## config.mk

```make
export PLATFORM = sky130hd
export DESIGN_NAME = sac_host_flat
export DESIGN_NICKNAME = d
export VERILOG_FILES = /design/src/sac_pkg.sv /design/src/sac_if.sv /design/src/sac_host.sv /design/src/flat_wrapper.sv
export SDC_FILE = /design/constraint.sdc
export NUM_CORES = 1
export LEC_CHECK = 0
export BUFFER_PORTS_ARGS = -buffer_cell sky130_fd_sc_hd__buf_4
export CORE_ASPECT_RATIO = 0.75
export CORE_MARGIN = 5
export CORE_UTILIZATION = 54
export DETAILED_ROUTE_END_ITERATION = 7
export PLACE_DENSITY = 0.77
export SLEW_MARGIN = 0
export SYNTH_ARGS = -nofsm -noshare
export SYNTH_HDL_FRONTEND = slang
export SYNTH_SLANG_ARGS = --single-unit
```

## constraint.sdc

```tcl
create_clock -name ref_clk -period 12.95 [get_ports ref_clk]
set_input_delay 0.6475 -clock ref_clk [delete_from_list [all_inputs] [get_ports ref_clk]]
set_output_delay 0.6475 -clock ref_clk [all_outputs]
set_load 0.02 [all_outputs]
```

## src/sac_pkg.sv

```systemverilog
package sac_pkg;

	// Attenuation and address word layout
	localparam int ATT_W = 7;
	localparam int WORD_W = 8;
	localparam int ADDR_W = 3;
	localparam int SR_W = 2 * WORD_W;
	localparam int ATT_POS = 0;
	localparam int ADDR_POS = WORD_W;
	localparam int BIT_CNT_W = 5;

	// Power-up values
	localparam logic [ATT_W-1:0] ATT_MAX = 7'h7F;
	localparam logic [WORD_W-1:0] ADDR_WORD_RESET = 8'h00;
	localparam logic [SR_W-1:0] SR_RESET = 16'h007F;

	// Timing of the host end
	localparam int CLK_PERIOD_NS = 40;
	localparam int SCLK_HALF_NS = 160;
	localparam int MODE_SETUP_NS = 100;
	localparam int SWITCH_GAP_NS = 40000;
	localparam int SCLK_HALF_CYC = (SCLK_HALF_NS + CLK_PERIOD_NS - 1) / CLK_PERIOD_NS;
	localparam int MODE_SETUP_CYC = (MODE_SETUP_NS + CLK_PERIOD_NS - 1) / CLK_PERIOD_NS;
	localparam int SWITCH_GAP_CYC = (SWITCH_GAP_NS + CLK_PERIOD_NS - 1) / CLK_PERIOD_NS;
	localparam int CNT_W = 11;

	// Register map of the host end
	localparam int AXI_AW = 4;
	localparam logic [AXI_AW-1:0] REG_CMD = 4'h0;
	localparam logic [AXI_AW-1:0] REG_STATUS = 4'h4;
	localparam int CMD_ATT_LSB = 0;
	localparam int CMD_ADDR_LSB = 8;
	localparam int CMD_MODE_LSB = 12;
	localparam int STAT_BUSY_BIT = 0;
	localparam logic [1:0] RESP_OKAY = 2'h0;
	localparam logic [1:0] RESP_SLVERR = 2'h2;
	localparam logic [3:0] STRB_NEEDED = 4'h3;

	typedef enum logic [1:0] {
		MODE_SERIAL = 2'b00,
		MODE_LATCHED = 2'b01,
		MODE_DIRECT = 2'b10
	} sac_mode_t;

	typedef enum logic [2:0] {
		HS_IDLE = 3'b000,
		HS_SETUP = 3'b001,
		HS_LOW = 3'b010,
		HS_HIGH = 3'b011,
		HS_LATCH = 3'b100,
		HS_GAP = 3'b101
	} sac_hstate_t;

endpackage

```

## src/sac_if.sv

```systemverilog
`timescale 1ns/1ps
`default_nettype none

interface sac_if;
	import sac_pkg::*;

	logic serial_clock;
	logic serial_data;
	logic load_strobe;
	logic select_drive;
	logic select_drive_oe;
	logic interface_select;
	logic [ATT_W-1:0] attenuation_control_bits;

	// Undriven select pin floats high through its pull-up
	assign interface_select = select_drive_oe ? select_drive : 1'h1;

	modport host (
		output serial_clock,
		output serial_data,
		output load_strobe,
		output select_drive,
		output select_drive_oe,
		output attenuation_control_bits
	);

	modport dev (
		input serial_clock,
		input serial_data,
		input load_strobe,
		input interface_select,
		input attenuation_control_bits
	);

endinterface

`default_nettype wire

```

## src/sac_host.sv

```systemverilog
// The AXI4-Lite slave port and the placing of the registers were left to the implementer.
`timescale 1ns/1ps
`default_nettype none

module sac_host
	import sac_pkg::*;
(
	input wire logic ref_clk,
	input wire logic reset,
	input wire logic clk_en,
	input wire logic [AXI_AW-1:0] s_axi_awaddr,
	input wire logic s_axi_awvalid,
	output logic s_axi_awready,
	input wire logic [31:0] s_axi_wdata,
	input wire logic [3:0] s_axi_wstrb,
	input wire logic s_axi_wvalid,
	output logic s_axi_wready,
	output logic [1:0] s_axi_bresp,
	output logic s_axi_bvalid,
	input wire logic s_axi_bready,
	input wire logic [AXI_AW-1:0] s_axi_araddr,
	input wire logic s_axi_arvalid,
	output logic s_axi_arready,
	output logic [31:0] s_axi_rdata,
	output logic [1:0] s_axi_rresp,
	output logic s_axi_rvalid,
	input wire logic s_axi_rready,
	sac_if.host link
);

	localparam logic [CNT_W-1:0] HALF = CNT_W'(SCLK_HALF_CYC);
	localparam logic [CNT_W-1:0] SETUP = CNT_W'(MODE_SETUP_CYC);
	localparam logic [CNT_W-1:0] GAP = CNT_W'(SWITCH_GAP_CYC);
	localparam logic [CNT_W-1:0] CNT_ONE = 11'h001;
	localparam logic [3:0] LAST_BIT = 4'(SR_W - 1);

	logic aw_got_ff, w_got_ff, bvalid_ff, rvalid_ff;
	logic [AXI_AW-1:0] awaddr_ff;
	logic [31:0] wdata_ff, cmd_ff, rdata_ff;
	logic [3:0] wstrb_ff;
	logic [1:0] bresp_ff, rresp_ff;
	logic wr_fire, cmd_ok, rd_take;
	logic [31:0] rd_word;
	sac_mode_t cmd_mode, mode_ff, nxt_mode;
	sac_hstate_t state_ff, nxt_state;
	logic [CNT_W-1:0] cnt_ff, nxt_cnt;
	logic [3:0] bit_ff, nxt_bit;
	logic [SR_W-1:0] word_ff, nxt_word;
	logic sclk_ff, nxt_sclk, sdata_ff, nxt_sdata, le_ff, nxt_le;
	logic sel_ff, nxt_sel, sel_oe_ff, nxt_sel_oe;
	logic [ATT_W-1:0] par_ff, nxt_par;
	logic cnt_done;

	// Bus handshakes and command decode
	assign s_axi_awready = clk_en & ~aw_got_ff;
	assign s_axi_wready = clk_en & ~w_got_ff;
	assign s_axi_arready = clk_en & ~rvalid_ff;
	assign wr_fire = aw_got_ff & w_got_ff & ~bvalid_ff;
	assign rd_take = s_axi_arvalid & s_axi_arready;
	assign cmd_mode = sac_mode_t'(wdata_ff[CMD_MODE_LSB +: 2]);
	assign cmd_ok = wr_fire && awaddr_ff == REG_CMD && state_ff == HS_IDLE &&
		cmd_mode != 2'h3 && (wstrb_ff & STRB_NEEDED) == STRB_NEEDED;
	assign rd_word = (s_axi_araddr == REG_STATUS) ?
		32'(state_ff != HS_IDLE) << STAT_BUSY_BIT : cmd_ff;

	// Write channel
	always_ff @(posedge ref_clk or posedge reset) begin
		if (reset) begin
			aw_got_ff <= 1'h0;
			w_got_ff <= 1'h0;
			awaddr_ff <= '0;
			wdata_ff <= '0;
			wstrb_ff <= '0;
			bvalid_ff <= 1'h0;
			bresp_ff <= RESP_OKAY;
			cmd_ff <= '0;
		end else if (clk_en) begin
			if (s_axi_awvalid && s_axi_awready) begin
				aw_got_ff <= 1'h1;
				awaddr_ff <= s_axi_awaddr;
			end
			if (s_axi_wvalid && s_axi_wready) begin
				w_got_ff <= 1'h1;
				wdata_ff <= s_axi_wdata;
				wstrb_ff <= s_axi_wstrb;
			end
			if (wr_fire) begin
				aw_got_ff <= 1'h0;
				w_got_ff <= 1'h0;
				bvalid_ff <= 1'h1;
				bresp_ff <= cmd_ok ? RESP_OKAY : RESP_SLVERR;
				if (cmd_ok)
					cmd_ff <= wdata_ff;
			end else if (bvalid_ff && s_axi_bready) begin
				bvalid_ff <= 1'h0;
			end
		end
	end

	// Read channel
	always_ff @(posedge ref_clk or posedge reset) begin
		if (reset) begin
			rvalid_ff <= 1'h0;
			rdata_ff <= '0;
			rresp_ff <= RESP_OKAY;
		end else if (clk_en) begin
			if (rd_take) begin
				rvalid_ff <= 1'h1;
				rdata_ff <= rd_word;
				rresp_ff <= (s_axi_araddr == REG_STATUS || s_axi_araddr == REG_CMD) ?
					RESP_OKAY : RESP_SLVERR;
			end else if (rvalid_ff && s_axi_rready) begin
				rvalid_ff <= 1'h0;
			end
		end
	end

	assign cnt_done = (cnt_ff == CNT_ONE);

	// Link sequencer
	always_comb begin
		nxt_state = state_ff;
		nxt_cnt = cnt_done ? cnt_ff : cnt_ff - CNT_ONE;
		nxt_bit = bit_ff;
		nxt_word = word_ff;
		nxt_mode = mode_ff;
		nxt_sclk = sclk_ff;
		nxt_sdata = sdata_ff;
		nxt_le = le_ff;
		nxt_sel = sel_ff;
		nxt_sel_oe = sel_oe_ff;
		nxt_par = par_ff;
		case (state_ff)
			HS_IDLE: begin
				nxt_le = 1'h1;
				if (cmd_ok) begin
					nxt_mode = cmd_mode;
					// Attenuation byte low, address byte high
					nxt_word = {{(WORD_W - ADDR_W){1'h0}},
						wdata_ff[CMD_ADDR_LSB +: ADDR_W], 1'h0,
						wdata_ff[CMD_ATT_LSB +: ATT_W]};
					nxt_sel_oe = (cmd_mode != MODE_SERIAL);
					nxt_sel = (cmd_mode == MODE_SERIAL);
					nxt_le = (cmd_mode == MODE_DIRECT);
					if (cmd_mode != MODE_SERIAL)
						nxt_par = wdata_ff[CMD_ATT_LSB +: ATT_W];
					nxt_bit = '0;
					nxt_cnt = SETUP;
					nxt_state = HS_SETUP;
				end
			end
			HS_SETUP: begin
				if (cnt_done) begin
					nxt_cnt = HALF;
					case (mode_ff)
						MODE_SERIAL: begin
							nxt_sdata = word_ff[0];
							nxt_state = HS_LOW;
						end
						MODE_LATCHED: nxt_state = HS_LATCH;
						default: begin
							nxt_cnt = GAP;
							nxt_state = HS_GAP;
						end
					endcase
				end
			end
			HS_LOW: begin
				if (cnt_done) begin
					nxt_sclk = 1'h1;
					nxt_cnt = HALF;
					nxt_state = HS_HIGH;
				end
			end
			HS_HIGH: begin
				if (cnt_done) begin
					nxt_sclk = 1'h0;
					nxt_cnt = HALF;
					if (bit_ff == LAST_BIT) begin
						nxt_state = HS_LATCH;
					end else begin
						nxt_bit = bit_ff + 4'h1;
						nxt_sdata = word_ff[bit_ff + 4'h1];
						nxt_state = HS_LOW;
					end
				end
			end
			HS_LATCH: begin
				if (cnt_done) begin
					nxt_le = 1'h1;
					nxt_cnt = GAP;
					nxt_state = HS_GAP;
				end
			end
			HS_GAP: begin
				if (cnt_done)
					nxt_state = HS_IDLE;
			end
			default: nxt_state = HS_IDLE;
		endcase
	end

	// Sequencer registers; strobe idles high and select floats
	always_ff @(posedge ref_clk or posedge reset) begin
		if (reset) begin
			state_ff <= HS_IDLE;
			cnt_ff <= CNT_ONE;
			bit_ff <= '0;
			word_ff <= '0;
			mode_ff <= MODE_SERIAL;
			sclk_ff <= 1'h0;
			sdata_ff <= 1'h0;
			le_ff <= 1'h1;
			sel_ff <= 1'h1;
			sel_oe_ff <= 1'h0;
			par_ff <= '0;
		end else if (clk_en) begin
			state_ff <= nxt_state;
			cnt_ff <= nxt_cnt;
			bit_ff <= nxt_bit;
			word_ff <= nxt_word;
			mode_ff <= nxt_mode;
			sclk_ff <= nxt_sclk;
			sdata_ff <= nxt_sdata;
			le_ff <= nxt_le;
			sel_ff <= nxt_sel;
			sel_oe_ff <= nxt_sel_oe;
			par_ff <= nxt_par;
		end
	end

	// Outputs
	assign s_axi_bvalid = bvalid_ff;
	assign s_axi_bresp = bresp_ff;
	assign s_axi_rvalid = rvalid_ff;
	assign s_axi_rdata = rdata_ff;
	assign s_axi_rresp = rresp_ff;
	assign link.serial_clock = sclk_ff;
	assign link.serial_data = sdata_ff;
	assign link.load_strobe = le_ff;
	assign link.select_drive = sel_ff;
	assign link.select_drive_oe = sel_oe_ff;
	assign link.attenuation_control_bits = par_ff;

endmodule

`default_nettype wire

```

## src/flat_wrapper.sv

```systemverilog
// flat-port wrapper written by rule: the top's interface ports become plain ports
module sac_host_flat import sac_pkg::*;
  (ref_clk, reset, clk_en, s_axi_awaddr, s_axi_awvalid, s_axi_awready, s_axi_wdata, s_axi_wstrb, s_axi_wvalid, s_axi_wready, s_axi_bresp, s_axi_bvalid, s_axi_bready, s_axi_araddr, s_axi_arvalid, s_axi_arready, s_axi_rdata, s_axi_rresp, s_axi_rvalid, s_axi_rready, link_serial_clock, link_serial_data, link_load_strobe, link_select_drive, link_select_drive_oe, link_attenuation_control_bits);
  sac_if link_i ();
  input wire logic ref_clk;
  input wire logic reset;
  input wire logic clk_en;
  input wire logic [AXI_AW-1:0] s_axi_awaddr;
  input wire logic s_axi_awvalid;
  output logic s_axi_awready;
  input wire logic [31:0] s_axi_wdata;
  input wire logic [3:0] s_axi_wstrb;
  input wire logic s_axi_wvalid;
  output logic s_axi_wready;
  output logic [1:0] s_axi_bresp;
  output logic s_axi_bvalid;
  input wire logic s_axi_bready;
  input wire logic [AXI_AW-1:0] s_axi_araddr;
  input wire logic s_axi_arvalid;
  output logic s_axi_arready;
  output logic [31:0] s_axi_rdata;
  output logic [1:0] s_axi_rresp;
  output logic s_axi_rvalid;
  input wire logic s_axi_rready;
  output wire logic [$bits(link_i.serial_clock)-1:0] link_serial_clock;
  output wire logic [$bits(link_i.serial_data)-1:0] link_serial_data;
  output wire logic [$bits(link_i.load_strobe)-1:0] link_load_strobe;
  output wire logic [$bits(link_i.select_drive)-1:0] link_select_drive;
  output wire logic [$bits(link_i.select_drive_oe)-1:0] link_select_drive_oe;
  output wire logic [$bits(link_i.attenuation_control_bits)-1:0] link_attenuation_control_bits;
  assign link_serial_clock = link_i.serial_clock;
  assign link_serial_data = link_i.serial_data;
  assign link_load_strobe = link_i.load_strobe;
  assign link_select_drive = link_i.select_drive;
  assign link_select_drive_oe = link_i.select_drive_oe;
  assign link_attenuation_control_bits = link_i.attenuation_control_bits;
  sac_host u_core (.ref_clk(ref_clk), .reset(reset), .clk_en(clk_en), .s_axi_awaddr(s_axi_awaddr), .s_axi_awvalid(s_axi_awvalid), .s_axi_awready(s_axi_awready), .s_axi_wdata(s_axi_wdata), .s_axi_wstrb(s_axi_wstrb), .s_axi_wvalid(s_axi_wvalid), .s_axi_wready(s_axi_wready), .s_axi_bresp(s_axi_bresp), .s_axi_bvalid(s_axi_bvalid), .s_axi_bready(s_axi_bready), .s_axi_araddr(s_axi_araddr), .s_axi_arvalid(s_axi_arvalid), .s_axi_arready(s_axi_arready), .s_axi_rdata(s_axi_rdata), .s_axi_rresp(s_axi_rresp), .s_axi_rvalid(s_axi_rvalid), .s_axi_rready(s_axi_rready), .link(link_i));
endmodule
```

# Yosys cells after proc, flatten, opt, wreduce, memory -nomap -nowiden
# Cells that the tools add are included.
# W data, S select, Z words.
# classes
bitwise	10
n_eq_ne	20
n_reduce_logical	42
order_cmp	1
mux	43
addsub	2
# op_table
cell	count
$mux W11	5
$pmux W11 S4	1
$mux W32	1
$mux W3	7
$pmux W3 S6	1
$reduce_bool A2 Y1	9
$mux W1	16
$reduce_and A2 Y1	8
$ne A2 B1 Y1 const B	7
$mux W4	3
$eq A11 B1 Y1 const B	1
$sub A11 B1 Y11 const B	1
$mux W10	1
$reduce_and A3 Y1	3
$logic_and A1 B1 Y1	8
$logic_not A4 Y1	2
$pmux W4 S2	1
$reduce_and A4 Y1	2
$reduce_and A7 Y1	1
$and A1 B1 Y1	6
$eq A3 B2 Y1 const B	2
$eq A3 B3 Y1 const B	2
$pmux W1 S2	3
$pmux W3 S2	1
18 further kinds	26
# totals
out_inout_bits	53
in_bits	52
register_bits	152

# Depth between registers and ports, before layout
# depth
depth_word	8
depth_mapped	11
depth_no_buf	10

# Worst setup path after synthesis
# No wires, ideal clock.
# synth_timing
path_type	reg2reg
startpoint	register u_core.cnt_ff[0]
endpoint	register u_core.cnt_ff[0]
t_arrival_ps	2609
synth_period_minus_slack_ps	2691
slack_ps	10259
path_stages_with_launch	11
required_ps	12868
path_cell_list	dfstp_2 > ha_1 > nor4b_1 > nor4b_4 > buf_2 > inv_1 > ha_1 > nor2_1 > a2111oi_0 > a21oi_1 > mux2_2
# synth_via
elab_chain_len	4
word_cells_on_any_way	8
# synth_lines
element	line_no	source
from (decl)	sac_host.sv:46	logic [CNT_W-1:0] cnt_ff, nxt_cnt;
from (signal assigned)	sac_host.sv:219	cnt_ff <= nxt_cnt;
$sub A11 B1 Y11 or $eq A11 B1 Y1 (tied branches)	sac_host.sv:123, sac_host.sv:118	
$mux W11	sac_host.sv:123	nxt_cnt = cnt_done ? cnt_ff : cnt_ff - CNT_ONE;
$mux W11, on equally long branches	--	
$pmux W11 S4 *	sac_host.sv:133	case (state_ff)
# Every way passes the cells marked *; elsewhere a longest branch is shown, timed or not.
# A chain may end at the register's enable or synchronous reset.

# Worst setup path after layout
# Ends and elaborated chain as after synthesis.

==> qor.csv <==
stage,metric,value,unit
power,p_leak,3.84,nW
finish,final_cell_mix,"nand2_1, dfrtp_1, buf_4",
logic_synthesis,synth_area_per_cell,10.0,um^2
sta,rsz0062_at_grt,no,
power,pwr-share-clk,0.314,
status,status,finished clean,
route,drt_pass1_iterations,4,
die,ios,105,
sta,slew_violations,0,
clock_tree,clk_pin_slew_worst_paths,0.06,ns
global_routing,grt_pass1_wl,25.1,mm
finish,layout_commonest_cell,nand2_1,
global_routing,grt_use_met1,0.298,
setup_path,crit_required,13.30,ns
logic_synthesis,seq_area_frac_synth,0.579,
finish,postLayoutCoreUtil,0.682,
route,vias_per_cell,5.48,
sta,fin_ws,9.61,ns
sta,timing.slew.headroom,0.393,
die,core_area,11700,um^2
die,die_h,105,um
clock_tree,worstSkewPairLatency,0.42,ns
clock_tree,ctsHtreeMaxLevel,4,
global_routing,grt_pass1_vias,5055,
place,pre_cts_ws,9.68,ns
place,gp_congestion,0.850,
clock_tree,hold_buffers,0,
finish,num-nets-final,792,
setup_path,worstSetupPathType,reg2reg,
clock_tree,cts_resized,0,
power,p_seq_frac,0.451,
setup_path,path_max_fanout,15,
global_routing,gr-usage-met3,0.0668,
sta,fin_setup_tns,0,ns
global_routing,grt_use_met2,0.348,
clock_tree,cts_buffers,17,
power,power_switching,0.000499,W
worst_hold_path,min_path_type,in2async,
route,drc_errors,0,
power,swShare,0.314,
finish,multi_input_area,2560,um^2
clock_tree,root_buffer,clkbuf_16,
die,die_area,14300,um^2
logic_synthesis,syn-cell-area,6490,um^2
power,combPwrFrac,0.235,
sta,tightest_slew,0.907,ns
global_routing,overflow,0,
logic_synthesis,synth_warnings,0,
sta,max_freq,0.299,GHz
logic_synthesis,ys_seq_elements,150,
setup_path,critical_path_arrival,3.69,ns
route,drt_wl_total,15.0,mm
route,avgRoutedWirePerCell,16.5,um
place,dp_hpwl,9.95,mm
power,internal-power,0.00109,W
global_routing,grt_use_total,0.221,
sta,hold_viol,0,
logic_synthesis,synth_cell_types,58,
finish,area_growth,22.6,%
logic_synthesis,netlist_instances,647,
global_routing,antenna_found_initial,0,
logic_synthesis,synth-edff-count,0,
global_routing,grt-busiest-layer,met2,
finish,register_area,3760,um^2
power,ir_worst_vdd,107,uV
route,vias,4989,
route,antenna_left,0,
die,start_util,0.556,
clock_tree,post_cts_buffers,0,
run,drv_cap,0,
logic_synthesis,synthFlopType,dfrtp_1,
sta,finalClockSkew,0.00631,ns
place,io_buffer_count,100,
finish,fill_cells,905,
die,rows,34,
clock_tree,cts_tree,done,
sta,setup_violations,0,
logic_synthesis,synthArstFlopShare,1.00,
clock_tree,cts.path.max_buffers,2,
power,power_density,200,nW/um^2
sta,period_minus_slack,3.34,ns
setup_path,startpoint_type,register,
finish,antenna_cells,0,
die,die_w,137,um
setup_path,cp-end-kind,register,
global_routing,grt_max_degree,88,
finish,drive_above_1_share,0.266,
route,drtIter0Drc,308,
sta,fin_crit_sh,0.258,
clock_tree,clock_sinks,150,
-- cell type report --
cell class	instances	area share
Sequential cell	150	0.473
Multi-Input combinational cell	453	0.323
Timing Repair Buffer	105	0.0992
Clock buffer	20	0.0562
Tap cell	162	0.0255
Clock inverter	11	0.0189
Inverter	9	0.00488
-- state kept, by name, summed over array words and instances, names as in the netlist, 2 cells and up --
signal	count
u_core.awaddr_ff	4
u_core.bit_ff	4
u_core.cmd_ff	32
u_core.cnt_ff	11
u_core.link.attenuation_control_bits	7
u_core.mode_ff	2
u_core.s_axi_rdata	32
u_core.state_ff	3
u_core.wdata_ff	32
u_core.word_ff	10
u_core.wstrb_ff	2
-- power groups by stage --
stage | sequential [W] | combinational (W) | clock, W
4_1_cts | 0.000716 | 0.000376 | 0.000505
6_report | 0.000718 | 0.000374 | 0.000500
2_1_floorplan | 0.000713 | 0.000247 | 0
5_1_grt | 0.000735 | 0.000414 | 0.000528
3_3_place_gp | 0.000712 | 0.000355 | 0
3_5_place_dp | 0.000723 | 0.000372 | 0
-- synth_stat cells (3+ instances only) --
cell	count	share of area
nand2_1	214	0.12
dfrtp_1	147	0.57
mux2_2	47	0.082
o21ai_0	47	0.036
clkbuf_1	31	0.018
nor2_1	25	0.014
a21oi_1	18	0.014
nor3_1	10	0.0077
inv_1	9	0.0052
nand3_1	8	0.0062
nand3b_1	6	0.0069
ha_1	4	0.0077
nand4_1	4	0.0039
nor2b_1	4	0.0039
o31ai_1	4	0.0046
a22oi_1	3	0.0035
dfstp_2	3	0.012
mux2i_1	3	0.0046
nor3b_1	3	0.0035
or3_1	3	0.0029
-- final timing paths --
path / start / endpoint / slack (ns) / cells after the start
worst min register to register: u_core.wdata_ff[25] / u_core.cmd_ff[25] / 0.46 / 2
worst max register to register: u_core.cnt_ff[0] / u_core.cnt_ff[0] / 9.61 / 9
worst min-delay path: reset / u_core.wdata_ff[5] / 0.38 / 2
worst max-delay path: u_core.cnt_ff[0] / u_core.cnt_ff[0] / 9.61 / 9
max in group asynchronous: reset / u_core.wdata_ff[11] / 11.27 / 3
min in group ref_clk: s_axi_wdata[27] / u_core.wdata_ff[27] / 0.46 / 2
-- per-layer routing --
layer | up-vias | routed length (um)
met5 | - | 0
met4 | 0 | 213
met3 | 20 | 1080
met2 | 162 | 7220
met1 | 2454 | 6500
li1 | 2353 | -
-- metrics by stage --
step | total power [W] | cell area, um^2 | std cells | hold WS (ns)
floorplan | 0.000960 | 6490 | 648 | 0.431
global placement | 0.00107 | 7350 | 879 | 0.449
detailed placement | 0.00110 | 7350 | 879 | 0.453
CTS | 0.00160 | 7950 | 910 | 0.411
global route | 0.00168 | 7950 | 910 | 0.447
finish | 0.00159 | 7950 | 910 | 0.381
-- critical path: stages, from the launching register on --
cell and delay, ns:
dfstp_2 0.54, ha_1 0.16, nor4b_1 0.46, nor4b_4 0.78, inv_1 0.11, ha_1 0.34
nor2_1 0.05, a2111oi_0 0.47, a21oi_1 0.07, mux2_2 0.29
-- kinds of logic (layout without fill, tap and decap cells) --
family	after synthesis	count (layout)	share of synthesized area
and+or+nand+nor	297	297	0.203
DFF	150	150	0.579
AOI/OAI and AO/OA	96	96	0.0878
muxes	51	51	0.0897
buffers and inverters	45	145	0.0276
adders and majority gates	4	4	0.00772
xor gates and xnor gates	3	3	0.00405
other	1	2	0.000578
Note: power is estimated with default switching activity, not from simulation.
